## src/rtl/ldfm_cfg.svh

```systemverilog
// Constants of the LED driver fault manager
// Summary of operation
// RULE1: Cycle current limit blanks boost for one cycle; disconnect, sinks, flag untouched.
// RULE2: Secondary switch limit latches everything off and raises the fault flag.
// RULE3: Latched fault clears after enable input stays low 32750 cycles, or on a valid undervoltage lockout.
// RULE4: Input sense trip latches everything off and raises the fault flag.
// RULE5: Switch node overvoltage latches everything off and raises the fault flag.
// RULE6: At startup a shorted sink pin holds soft-start; disconnect on, no flag.
// RULE7: Open pin: raise output to overvoltage, drop unregulated strings, resume.
// RULE8: Current-set short stops boost and sinks, disconnect stays on, no flag.
// RULE9: Frequency-set short turns all off with flag; restarts via soft-start.
// RULE10: Output overvoltage halts boost only while tripped; no flag.
// RULE11: Sink pin above 5.1 V removes only that string; no flag.
// RULE12: Overtemperature turns all off without flag; restarts when cleared.
// RULE13: Undervoltage lockout turns all off without flag and clears latched faults.
// RULE14: Undervoltage counts only after more than 50 us below threshold.
// RULE15: Comparator inputs are synchronised before use; latches act at next edge.
`ifndef LDFM_CFG_SVH
`define LDFM_CFG_SVH

`define LDFM_MCLK_MHZ 50
`define LDFM_STRINGS 2
`define LDFM_CLR_LOW_CYCLES 32750
`define LDFM_CLR_CNT_W 16
`define LDFM_UV_FILTER_NS 50000
`define LDFM_UV_FILTER_CYCLES ((`LDFM_UV_FILTER_NS * `LDFM_MCLK_MHZ + 999) / 1000)
`define LDFM_UV_CNT_W 12

// Positions in the packed comparator vector
`define LDFM_CMP_CYC_LIM 0
`define LDFM_CMP_SEC_LIM 1
`define LDFM_CMP_SENSE 2
`define LDFM_CMP_SW_OV 3
`define LDFM_CMP_OUT_OV 4
`define LDFM_CMP_CURRENT_SET_PIN 5
`define LDFM_CMP_FREQUENCY_SET_PIN 6
`define LDFM_CMP_OT 7
`define LDFM_CMP_UV 8
`define LDFM_CMP_W 9

`endif

```

## src/rtl/ldfm_pkg.sv

```systemverilog
// Types shared by the LED driver fault manager
package ldfm_pkg;
  typedef enum logic [3:0] {
    LDFM_ST_OFF    = 4'b0001,
    LDFM_ST_START  = 4'b0010,
    LDFM_ST_RUN    = 4'b0100,
    LDFM_ST_SEARCH = 4'b1000
  } ldfm_state_t;
endpackage

```

## src/rtl/ldfm_top.sv

```systemverilog
// Fault supervision for a two-string boost LED driver
`timescale 1ns/1ps
`default_nettype none
`include "ldfm_cfg.svh"
module ldfm_top
  import ldfm_pkg::*;
#(
  parameter int N_STRINGS = `LDFM_STRINGS,
  parameter int CLR_CYCLES = `LDFM_CLR_LOW_CYCLES
) (
  input wire logic mclk_i,
  input wire logic rst_i,
  input wire logic enable_dim_i,
  input wire logic sw_cycle_limit_i,
  input wire logic secondary_switch_current_limit_i,
  input wire logic input_sense_trip_i,
  input wire logic switch_node_ov_i,
  input wire logic output_overvoltage_sense_i,
  input wire logic current_set_pin_short_i,
  input wire logic frequency_set_pin_short_i,
  input wire logic overtemp_i,
  input wire logic undervoltage_lockout_i,
  input wire logic [N_STRINGS-1:0] led_sink_pin_short_i,
  input wire logic [N_STRINGS-1:0] led_sink_pin_open_i,
  input wire logic [N_STRINGS-1:0] led_sink_pin_high_i,
  input wire logic [N_STRINGS-1:0] led_sink_pin_in_reg_i,
  output logic boost_en_o,
  output logic disconnect_gate_en_o,
  output logic [N_STRINGS-1:0] sink_en_o,
  output logic fault_o,
  output logic soft_start_o,
  output logic ov_raise_o
);
  localparam int UV_CYC = `LDFM_UV_FILTER_CYCLES;
  localparam int CW = `LDFM_CLR_CNT_W;
  localparam int UW = `LDFM_UV_CNT_W;
  localparam int SW = `LDFM_CMP_W + 4 * N_STRINGS;

  typedef struct packed {
    ldfm_state_t state;
    logic latch;
    logic [CW-1:0] low_cnt;
    logic [UW-1:0] uv_cnt;
    logic [N_STRINGS-1:0] open_off;
    logic boost;
    logic disc;
    logic [N_STRINGS-1:0] sink;
    logic fault;
    logic soft_start;
    logic ov_raise;
  } ldfm_top_st_t;

  ldfm_top_st_t r_reg;
  ldfm_top_st_t r_next;

  // Refuse sizes that are too small or that the counters cannot hold
  if (N_STRINGS < 1) begin : g_bad_strings
    $error("ldfm_top: N_STRINGS must be at least 1");
  end
  if (CLR_CYCLES < 2 || CLR_CYCLES >= (1 << CW)) begin : g_bad_clear
    $error("ldfm_top: CLR_CYCLES out of range");
  end
  if (UV_CYC < 1 || UV_CYC >= (1 << UW) - 1) begin : g_bad_filter
    $error("ldfm_top: undervoltage filter too long");
  end

  // RULE15 synchronise comparators
  logic [`LDFM_CMP_W-1:0] cmp_raw;
  logic [SW-1:0] sync_raw;
  logic [SW-1:0] sync_s;

  always_comb begin
    cmp_raw = '0;
    cmp_raw[`LDFM_CMP_CYC_LIM] = sw_cycle_limit_i;
    cmp_raw[`LDFM_CMP_SEC_LIM] = secondary_switch_current_limit_i;
    cmp_raw[`LDFM_CMP_SENSE] = input_sense_trip_i;
    cmp_raw[`LDFM_CMP_SW_OV] = switch_node_ov_i;
    cmp_raw[`LDFM_CMP_OUT_OV] = output_overvoltage_sense_i;
    cmp_raw[`LDFM_CMP_CURRENT_SET_PIN] = current_set_pin_short_i;
    cmp_raw[`LDFM_CMP_FREQUENCY_SET_PIN] = frequency_set_pin_short_i;
    cmp_raw[`LDFM_CMP_OT] = overtemp_i;
    cmp_raw[`LDFM_CMP_UV] = undervoltage_lockout_i;
  end

  assign sync_raw = {led_sink_pin_in_reg_i, led_sink_pin_high_i, led_sink_pin_open_i,
                     led_sink_pin_short_i, cmp_raw};

  ldfm_sync #(.W(SW)) ldfm_sync_i (
    .mclk_i(mclk_i),
    .rst_i(rst_i),
    .async_i(sync_raw),
    .sync_o(sync_s)
  );

  logic cyc_s, lim2_s, sense_s, swov_s, ov_s, current_set_pin_s, frequency_set_pin_s, ot_s, uv_s;
  logic [N_STRINGS-1:0] short_s, open_s, high_s, inreg_s;

  assign cyc_s = sync_s[`LDFM_CMP_CYC_LIM];
  assign lim2_s = sync_s[`LDFM_CMP_SEC_LIM];
  assign sense_s = sync_s[`LDFM_CMP_SENSE];
  assign swov_s = sync_s[`LDFM_CMP_SW_OV];
  assign ov_s = sync_s[`LDFM_CMP_OUT_OV];
  assign current_set_pin_s = sync_s[`LDFM_CMP_CURRENT_SET_PIN];
  assign frequency_set_pin_s = sync_s[`LDFM_CMP_FREQUENCY_SET_PIN];
  assign ot_s = sync_s[`LDFM_CMP_OT];
  assign uv_s = sync_s[`LDFM_CMP_UV];
  assign short_s = sync_s[`LDFM_CMP_W +: N_STRINGS];
  assign open_s = sync_s[`LDFM_CMP_W + N_STRINGS +: N_STRINGS];
  assign high_s = sync_s[`LDFM_CMP_W + 2 * N_STRINGS +: N_STRINGS];
  assign inreg_s = sync_s[`LDFM_CMP_W + 3 * N_STRINGS +: N_STRINGS];

  function automatic logic ldfm_active(input ldfm_state_t st);
    ldfm_active = (st == LDFM_ST_RUN) || (st == LDFM_ST_SEARCH);
  endfunction

  logic set_lat;
  logic shut;
  logic uv_valid;

  always_comb begin
    r_next = r_reg;
    // RULE2 RULE4 RULE5 latch sources
    set_lat = lim2_s | sense_s | swov_s;
    // RULE3 low-time counter
    shut = !enable_dim_i && (r_reg.low_cnt == CW'(CLR_CYCLES - 1));
    // RULE14 glitch filter
    uv_valid = uv_s && (r_reg.uv_cnt == UW'(UV_CYC));
    if (enable_dim_i) begin
      r_next.low_cnt = '0;
    end else if (!shut) begin
      r_next.low_cnt = r_reg.low_cnt + 1'b1;
    end
    if (!uv_s) begin
      r_next.uv_cnt = '0;
    end else if (!uv_valid) begin
      r_next.uv_cnt = r_reg.uv_cnt + 1'b1;
    end
    // RULE13 set wins over clear
    r_next.latch = set_lat | (r_reg.latch & !(shut | uv_valid));

    case (r_reg.state)
      LDFM_ST_OFF: begin
        if (enable_dim_i && !uv_s && !r_reg.latch) begin
          r_next.state = LDFM_ST_START;
        end
      end
      LDFM_ST_START: begin
        // RULE6 hold soft-start
        if (~|short_s && !frequency_set_pin_s && !ot_s) begin
          r_next.state = LDFM_ST_RUN;
        end
      end
      LDFM_ST_RUN: begin
        // RULE7 start open search
        if (|(open_s & ~r_reg.open_off)) begin
          r_next.state = LDFM_ST_SEARCH;
        end
      end
      LDFM_ST_SEARCH: begin
        // RULE7 drop unregulated strings
        if (ov_s) begin
          r_next.open_off = r_reg.open_off | ~inreg_s;
          r_next.state = LDFM_ST_RUN;
        end
      end
      default: begin
        r_next.state = LDFM_ST_OFF;
      end
    endcase

    // RULE9 RULE12 restart through soft-start
    if ((frequency_set_pin_s || ot_s) && r_reg.state != LDFM_ST_OFF) begin
      r_next.state = LDFM_ST_START;
    end
    // RULE13 lockout and shutdown win
    if (uv_valid || shut || r_next.latch) begin
      r_next.state = LDFM_ST_OFF;
    end
    if (r_next.state == LDFM_ST_OFF) begin
      r_next.open_off = '0;
    end

    // RULE1 RULE8 RULE10 boost gating
    r_next.boost = ldfm_active(r_next.state) && !cyc_s && !ov_s && !current_set_pin_s;
    // RULE9 RULE12 disconnect gating
    r_next.disc = (r_next.state != LDFM_ST_OFF) && !frequency_set_pin_s && !ot_s;
    // RULE8 RULE11 per-string sinks; enable low acts as dimming
    r_next.sink = (ldfm_active(r_next.state) && enable_dim_i && !current_set_pin_s)
                  ? ~(r_next.open_off | high_s) : '0;
    // RULE9 flag source
    r_next.fault = r_next.latch | frequency_set_pin_s;
    r_next.soft_start = (r_reg.state == LDFM_ST_START) && (r_next.state == LDFM_ST_RUN);
    r_next.ov_raise = (r_next.state == LDFM_ST_SEARCH);
  end

  always_ff @(posedge mclk_i or posedge rst_i) begin
    if (rst_i) begin
      r_reg <= '{state: LDFM_ST_OFF, default: '0};
    end else begin
      r_reg <= r_next;
    end
  end

  assign boost_en_o = r_reg.boost;
  assign disconnect_gate_en_o = r_reg.disc;
  assign sink_en_o = r_reg.sink;
  assign fault_o = r_reg.fault;
  assign soft_start_o = r_reg.soft_start;
  assign ov_raise_o = r_reg.ov_raise;

  property p_cyc_blank;
    @(posedge mclk_i) disable iff (rst_i)
      (cyc_s && !set_lat && !frequency_set_pin_s && !r_reg.latch) |=> !boost_en_o && !fault_o;
  endproperty
  a_cyc_blank: assert property (p_cyc_blank) else $error("cycle limit did not blank boost"); // RULE1

  property p_sec_lim;
    @(posedge mclk_i) disable iff (rst_i)
      lim2_s |=> !boost_en_o && !disconnect_gate_en_o && sink_en_o == '0 && fault_o;
  endproperty
  a_sec_lim: assert property (p_sec_lim) else $error("secondary limit did not shut down"); // RULE2

  property p_latch_clear;
    @(posedge mclk_i) disable iff (rst_i)
      $fell(r_reg.latch) |-> $past(shut) || $past(uv_valid);
  endproperty
  a_latch_clear: assert property (p_latch_clear) else $error("latch cleared without cause"); // RULE3

  property p_latch_hold;
    @(posedge mclk_i) disable iff (rst_i)
      (r_reg.latch && enable_dim_i && !uv_valid) |=> r_reg.latch;
  endproperty
  a_latch_hold: assert property (p_latch_hold) else $error("latch cleared while enable high"); // RULE3

  property p_sense_trip;
    @(posedge mclk_i) disable iff (rst_i)
      sense_s |=> !boost_en_o && !disconnect_gate_en_o && sink_en_o == '0 && fault_o && r_reg.latch;
  endproperty
  a_sense_trip: assert property (p_sense_trip) else $error("sense trip did not shut down"); // RULE4

  property p_sw_ov;
    @(posedge mclk_i) disable iff (rst_i)
      swov_s |=> r_reg.latch && sink_en_o == '0 && !disconnect_gate_en_o && fault_o;
  endproperty
  a_sw_ov: assert property (p_sw_ov) else $error("switch node overvoltage not latched"); // RULE5

  property p_short_hold;
    @(posedge mclk_i) disable iff (rst_i)
      (r_reg.state == LDFM_ST_START && |short_s) |=> !soft_start_o && !boost_en_o;
  endproperty
  a_short_hold: assert property (p_short_hold) else $error("soft-start ran with shorted pin"); // RULE6

  property p_open_drop;
    @(posedge mclk_i) disable iff (rst_i)
      (r_reg.state == LDFM_ST_SEARCH && ov_s) |=> (sink_en_o & ~$past(inreg_s)) == '0;
  endproperty
  a_open_drop: assert property (p_open_drop) else $error("unregulated string left on"); // RULE7

  property p_current_set_pin;
    @(posedge mclk_i) disable iff (rst_i)
      current_set_pin_s |=> !boost_en_o && sink_en_o == '0;
  endproperty
  a_current_set_pin: assert property (p_current_set_pin) else $error("current-set short did not stop boost"); // RULE8

  property p_frequency_set_pin;
    @(posedge mclk_i) disable iff (rst_i)
      frequency_set_pin_s |=> !disconnect_gate_en_o && !boost_en_o && fault_o;
  endproperty
  a_frequency_set_pin: assert property (p_frequency_set_pin) else $error("frequency-set short not handled"); // RULE9

  property p_out_ov;
    @(posedge mclk_i) disable iff (rst_i)
      ov_s |=> !boost_en_o;
  endproperty
  a_out_ov: assert property (p_out_ov) else $error("boost ran during overvoltage"); // RULE10

  property p_led_high;
    @(posedge mclk_i) disable iff (rst_i)
      high_s[0] |=> !sink_en_o[0];
  endproperty
  a_led_high: assert property (p_led_high) else $error("high sink pin string left on"); // RULE11

  property p_ot;
    @(posedge mclk_i) disable iff (rst_i)
      (ot_s && !set_lat && !frequency_set_pin_s && !r_reg.latch) |=> !boost_en_o && !disconnect_gate_en_o && !fault_o;
  endproperty
  a_ot: assert property (p_ot) else $error("overtemperature not handled"); // RULE12

  property p_uv_clear;
    @(posedge mclk_i) disable iff (rst_i)
      (uv_valid && !set_lat) |=> !r_reg.latch && !disconnect_gate_en_o;
  endproperty
  a_uv_clear: assert property (p_uv_clear) else $error("lockout did not clear latch"); // RULE13

  property p_uv_filter;
    @(posedge mclk_i) disable iff (rst_i)
      !uv_s ##1 uv_s [*8] |-> !uv_valid;
  endproperty
  a_uv_filter: assert property (p_uv_filter) else $error("lockout accepted too early"); // RULE14

  property p_sync_delay;
    @(posedge mclk_i) disable iff (rst_i)
      secondary_switch_current_limit_i |-> ##3 fault_o;
  endproperty
  a_sync_delay: assert property (p_sync_delay) else $error("secondary limit latency wrong"); // RULE15
endmodule // ldfm_top
`default_nettype wire

```

## src/rtl/ldfm_sync.sv

```systemverilog
// Two-stage synchroniser for comparator levels
`timescale 1ns/1ps
`default_nettype none
module ldfm_sync #(
  parameter int W = 1
) (
  input wire logic mclk_i,
  input wire logic rst_i,
  input wire logic [W-1:0] async_i,
  output logic [W-1:0] sync_o
);
  typedef struct packed {
    logic [W-1:0] meta;
    logic [W-1:0] stable;
  } ldfm_sync_st_t;

  ldfm_sync_st_t s_reg;
  ldfm_sync_st_t s_next;

  if (W < 1) begin : g_bad_width
    $error("ldfm_sync: W must be at least 1");
  end

  always_comb begin
    s_next.meta = async_i;
    s_next.stable = s_reg.meta;
  end

  always_ff @(posedge mclk_i or posedge rst_i) begin
    if (rst_i) begin
      s_reg <= '0;
    end else begin
      s_reg <= s_next;
    end
  end

  assign sync_o = s_reg.stable;
endmodule // ldfm_sync
`default_nettype wire

```

## config.mk

```make
export PLATFORM = sky130hd
export DESIGN_NAME = ldfm_top
export DESIGN_NICKNAME = d
export VERILOG_FILES = /design/src/rtl/ldfm_pkg.sv /design/src/rtl/ldfm_top.sv /design/src/rtl/ldfm_sync.sv
export VERILOG_INCLUDE_DIRS = /design/src /design/src/rtl
export SDC_FILE = /design/constraint.sdc
export NUM_CORES = 1
export LEC_CHECK = 0
export BUFFER_PORTS_ARGS = -buffer_cell sky130_fd_sc_hd__clkbuf_2
export CAP_MARGIN = 25
export CORE_ASPECT_RATIO = 0.9
export CORE_MARGIN = 5
export CORE_UTILIZATION = 30
export CTS_BUF_LIST = sky130_fd_sc_hd__clkbuf_16
export DETAILED_ROUTE_END_ITERATION = 6
export RECOVER_POWER = 50
export REMOVE_ABC_BUFFERS = 1
export SLEW_MARGIN = 0
export SYNTH_ARGS = -nofsm -noshare
export SYNTH_HDL_FRONTEND = slang
export SYNTH_SLANG_ARGS = --single-unit
```

## constraint.sdc

```tcl
create_clock -name mclk_i -period 2.4 [get_ports mclk_i]
set_clock_uncertainty 0.2 [all_clocks]
set_input_delay 0.12 -clock mclk_i [delete_from_list [all_inputs] [get_ports mclk_i]]
set_output_delay 0.12 -clock mclk_i [all_outputs]
set_load 0.05 [all_outputs]
```

-- Word-level counts from Yosys, hierarchy flattened
Index checks and enable logic that the tools add are counted.
- $add $sub $neg: 2
- equality and inequality tests: 13
- mux-type cells: 15
- bitwise gates (word level): 12
- reduce and logical (&&, ||, !) cells: 31
- operators by type and width (kind ; number):
    16-bit two-way mux ; 2
    12-bit two-way mux ; 2
    4-bit two-way mux ; 6
    16-bit by 1-bit adder with 16-bit output, second input constant ; 1
    16-bit by 15-bit equality test with 1-bit output, second input constant ; 1
    4-bit one-hot mux with 4 select lines ; 1
    1-bit logical AND ; 15
    12-bit by 1-bit adder with 12-bit output, second input constant ; 1
    12-bit equality test, second input constant ; 1
    1-bit logical NOT ; 10
    4-bit by 1-bit equality test with 1-bit output, second input constant ; 2
    4-bit by 3-bit equality test with 1-bit output, second input constant ; 2
    4-bit equality test, second input constant ; 2
    2-bit two-way mux ; 4
    4-bit by 1-bit inequality test with 1-bit output, second input constant ; 2
    2-bit inverter ; 3
    1-bit bitwise OR ; 5
    4-bit by 2-bit equality test with 1-bit output, second input constant ; 1
    1-bit logical OR ; 4
    2-bit inequality test, second input constant ; 2
    2-bit bitwise OR ; 2
    2-bit OR reduction ; 2
    2-bit bitwise AND ; 1
    1-bit bitwise AND ; 1
- register bits: 76
- bits of input ports: 20
- output and inout bits: 7
- logic and storage cells: 86

-- Longest topological paths before layout
- depth after elaboration: 13
- gate-level depth with buffers: 8
- mapped depth without buffers: 8

-- Cells and area by module
From an unflattened synthesis, not the netlist that was laid out.
- cell total of the unflattened synthesis: 250
- area, all modules: 3011.6 um^2
- by module, submodules not included (module ; instances ; cells an instance ; area each (um^2) ; sequential area each (um^2)):
    ldfm_top ; 1 ; 215 ; 2157.1 ; 1052.3
    ldfm_sync ; 1 ; 35 ; 854.6 ; 850.8

-- Worst setup path before layout
No wires, ideal clock.
- kind: reg-to-reg
- start: register r_reg[38] in the netlist's numbering
- end: register r_reg (netlist bit sink_en_o[0])
- library setup time: 122 ps
- data arrival time: 1747 ps
- required time: 2078 ps
- setup slack: 331 ps
- stages on the path, launching flop included: 6
- buffers on the path: 0
- period minus slack after synthesis: 2069 ps
- path through: dfstp_2 > or2_1 > a211oi_1 > or4_1 > and3_4 > a2111oi_1
- RTL lines (what ; line ; source):
    start, declared ; ldfm_top.sv:53 ; ldfm_top_st_t r_reg;
    start signal, assigned ; ldfm_top.sv:200 ; r_reg <= r_next;

==> impl_metrics.env <==
export IMPL_status="finished, final reports clean"
export IMPL_synth_top_cells_by_area="dfrtp_1 (61%), nor2_1 (3.0%), xnor2_1 (2.6%)"
export IMPL_core_area_sq_um=10200
export IMPL_p_sw_share_pct=20.7
export IMPL_yosysSeqAreaShare_pct=61.8
export IMPL_gp_congestion=0.874
export IMPL_antenna_found_initial=0
export IMPL_dieArea_sq_um=12400
export IMPL_drc=0
export IMPL_yosysWarnings=0
export IMPL_synth_top_area_share_pct=60.9
export IMPL_end_kind="register"
export IMPL_cts_setup_buffers=0
export IMPL_clock_sinks=76
export IMPL_start_util_pct=30.3
export IMPL_post_route_min_period_ns=2.26
export IMPL_grt_pass1_wl_mm=10.3
export IMPL_yosysTopAreaCell="dfrtp_1"
export IMPL_num_rows=35
export IMPL_fmax_mhz=443
export IMPL_track_usage_pct=10.6
export IMPL_synth_flop_cell="dfrtp_1"
export IMPL_die_height_um=106
export IMPL_drt_iter0_markers=98
export IMPL_nNetsFinal=347
export IMPL_p_int_mw=2.29
export IMPL_slowest_stage="dfstp_2"
export IMPL_final_hold_violation_count=0
export IMPL_final_antenna_net_count=0
export IMPL_setup_viol=0
export IMPL_grt_ovfl_total=0
export IMPL_num_antenna_cells=0
export IMPL_tightest_slew_ns=1.19
export IMPL_async_reset_ff_share_pct=100
export IMPL_p_sw_uw=599
export IMPL_critPathTopFamily="simple AND/OR/NAND/NOR gates"
export IMPL_synthCells=269
export IMPL_syn2layout_area_growth_pct=26.4
export IMPL_setup_ws_ns=0.143
export IMPL_postSynthAreaPerCell_sq_um=11.5
export IMPL_synthDistinctLibCells=46
export IMPL_die_w_um=117
export IMPL_final_max_slew_viol_count=0
export IMPL_synth_edf_count=0
export IMPL_viasPerCell=4.59
export IMPL_pre_cts_ws_ns=0.156
export IMPL_fill_cells=1009
export IMPL_ir_worst_vdd_mv=0.418
export IMPL_cp_cell_sequence="or2_1, a211oi_1, or4_1, and3_4, a2111oi_1"
export IMPL_grt_max_degree=32
export IMPL_max_stage_delay_ns=0.60
export IMPL_required_ns=2.41
export IMPL_cap_violations=0
export IMPL_synth_area_sq_um=3080
export IMPL_cp_data_arrival_time_ns=2.26
export IMPL_fin_crit_sh_pct=94.1
export IMPL_io_buffers=26
export IMPL_p_clk_share_pct=49.8
export IMPL_p_leak_nw=1.67
export IMPL_postLayoutCoreUtil_pct=38.3
export IMPL_design_area_sq_um=3890
export IMPL_pwr_share_comb_pct=3.9
export IMPL_path_clk_slew_ns=0.06
export IMPL_critPathLaunchType="register"
export IMPL_placed_area_sq_um=3380
export IMPL_dr_pass1_iters=4
export IMPL_boundaryPins=27
export IMPL_largest_reg_flops=35
export IMPL_clk_path_buf_depth=2
export IMPL_synth_seq_cells=76
export IMPL_cts_root_buffer="clkbuf_16"
export IMPL_powerDensity_nw_per_um2=742
export IMPL_wl_per_cell_um=12.6
export IMPL_finalWirelength_mm=5.77
export IMPL_cp_num_buf_inv=0
export IMPL_num_vias=2099
export IMPL_slew_headroom_pct=20.9
export IMPL_dp_hpwl_mm=4.00
export IMPL_power_frac_seq_pct=46.3
export IMPL_rsz0062_at_grt="false"
export IMPL_htreeDepth=3
export IMPL_cp_max_fo=8
export IMPL_grt_pass1_vias=2136
export IMPL_fin_tns_setup_ns=0
export IMPL_clock_latency_ns=0.33
export IMPL_hp_class="register to register"
export IMPL_path_class="register to register"
export IMPL_drive_above_1_share_pct=15.5
export IMPL_cts_tree="yes"
export IMPL_cts_inserted_buffers=9
==> layer usage <==
layer | global-route usage [%] | vias to the layer above | wire length, um
met5 | 0 | - | 0
met1 | 14.5 | 1008 | 2700
met2 | 15.7 | 37 | 2730
li1 | - | 1046 | -
met3 | 3.02 | 8 | 265
met4 | 4.50 | 0 | 75
==> worst reg2reg max path, cell delays in order, from the launching register on <==
cell	delay, ns
dfstp_2	0.60
or2_1	0.20
a211oi_1	0.09
or4_1	0.49
and3_4	0.22
a2111oi_1	0.34
==> cell usage after synthesis, types with 4 or more instances <==
cell / instances
dfrtp_1: 75
nor2_1: 25
nand2_1: 15
nand3_1: 13
inv_1: 10
o21ai_0: 9
xnor2_1: 9
xor2_1: 9
a21oi_1: 8
nor3_1: 8
or3_1: 8
and2_1: 7
clkbuf_1: 6
nand4_1: 6
and3_1: 5
a21boi_0: 4
ha_1: 4
nor2b_1: 4
nor3b_1: 4
==> placed cells by master, fill, tap and decap left out, types with 8 or more instances in the layout <==
cell type,count
a21oi_1,8
clkbuf_16,9
clkbuf_2,20
dfrtp_1,75
dlygate4sd3_1,19
inv_1,10
nand2_1,15
nand3_1,13
nor2_1,25
nor3_1,8
o21ai_0,9
or3_1,8
xnor2_1,9
xor2_1,9
==> per-stage QoR <==
| stage | instances | power [mW] | hold slack [ns] |
|---|---|---|---|
| floorplan | 259 | 1.40 | -0.0486 |
| global placement | 422 | 1.45 | 0.0291 |
| detailed placement | 422 | 1.45 | 0.0297 |
| CTS | 457 | 2.93 | 0.146 |
| global route | 457 | 3.01 | 0.151 |
| finish | 457 | 2.89 | 0.147 |
==> final cells by class <==
| cell class | instances | area, sq um | area share, % |
|---|---|---|---|
| multi-input cells | 173 | 1100 | 28.2 |
| clock buffers | 9 | 225 | 5.78 |
| inverters | 10 | 37.5 | 0.964 |
| repair buffers | 53 | 369 | 9.48 |
| flip-flops and latches | 76 | 1900 | 48.9 |
| well taps | 129 | 161 | 4.15 |
| clock inverters | 7 | 100 | 2.57 |
==> kinds of logic after synthesis <==
| group | after synthesis | synth area share (%) |
|---|---|---|
| simple gates | 115 | 21.3 |
| xor+xnor | 18 | 5.12 |
| buf+inv | 20 | 2.80 |
| compound gates | 36 | 7.39 |
| flops | 76 | 61.8 |
| fa+ha+maj | 4 | 1.62 |
==> path summary, 6_finish.rpt <==
kind | from | end | slack [ns] | depth (start not counted)
worst max-delay path | r_reg[38]$_DFF_PP1_ | sink_en_o[1]$_DFF_PP0_ | 0.14 | 5
worst min-delay path | ldfm_sync_i.s_next[10]$_DFF_PP0_ | ldfm_sync_i.sync_o[10]$_DFF_PP0_ | 0.15 | 0
worst max register to register | r_reg[38]$_DFF_PP1_ | sink_en_o[1]$_DFF_PP0_ | 0.14 | 5
worst min register to register | ldfm_sync_i.s_next[10]$_DFF_PP0_ | ldfm_sync_i.sync_o[10]$_DFF_PP0_ | 0.15 | 0
max in group asynchronous | rst_i | r_reg[27]$_DFFE_PP0P_ | 0.64 | 4
min in group asynchronous | rst_i | ldfm_sync_i.s_next[6]$_DFF_PP0_ | 0.44 | 3
==> timing repair <==
| action | in CTS | in global routing |
|---|---|---|
| setup endpoints to repair | 0 | 1 |
| hold buffers | 19 | 0 |
| resized for setup | 0 | 1 |
| endpoints found under the hold margin | 49 | 0 |
==> power by group through the flow <==
stage,clock [mW],sequential [mW],combinational (mW)
2_1_floorplan,0,1.36,0.0467
3_3_place_gp,0,1.36,0.0877
3_5_place_dp,0,1.36,0.0912
4_1_cts,1.48,1.34,0.115
5_1_grt,1.53,1.34,0.131
6_report,1.44,1.34,0.112
(Power assumes the default switching activity.)
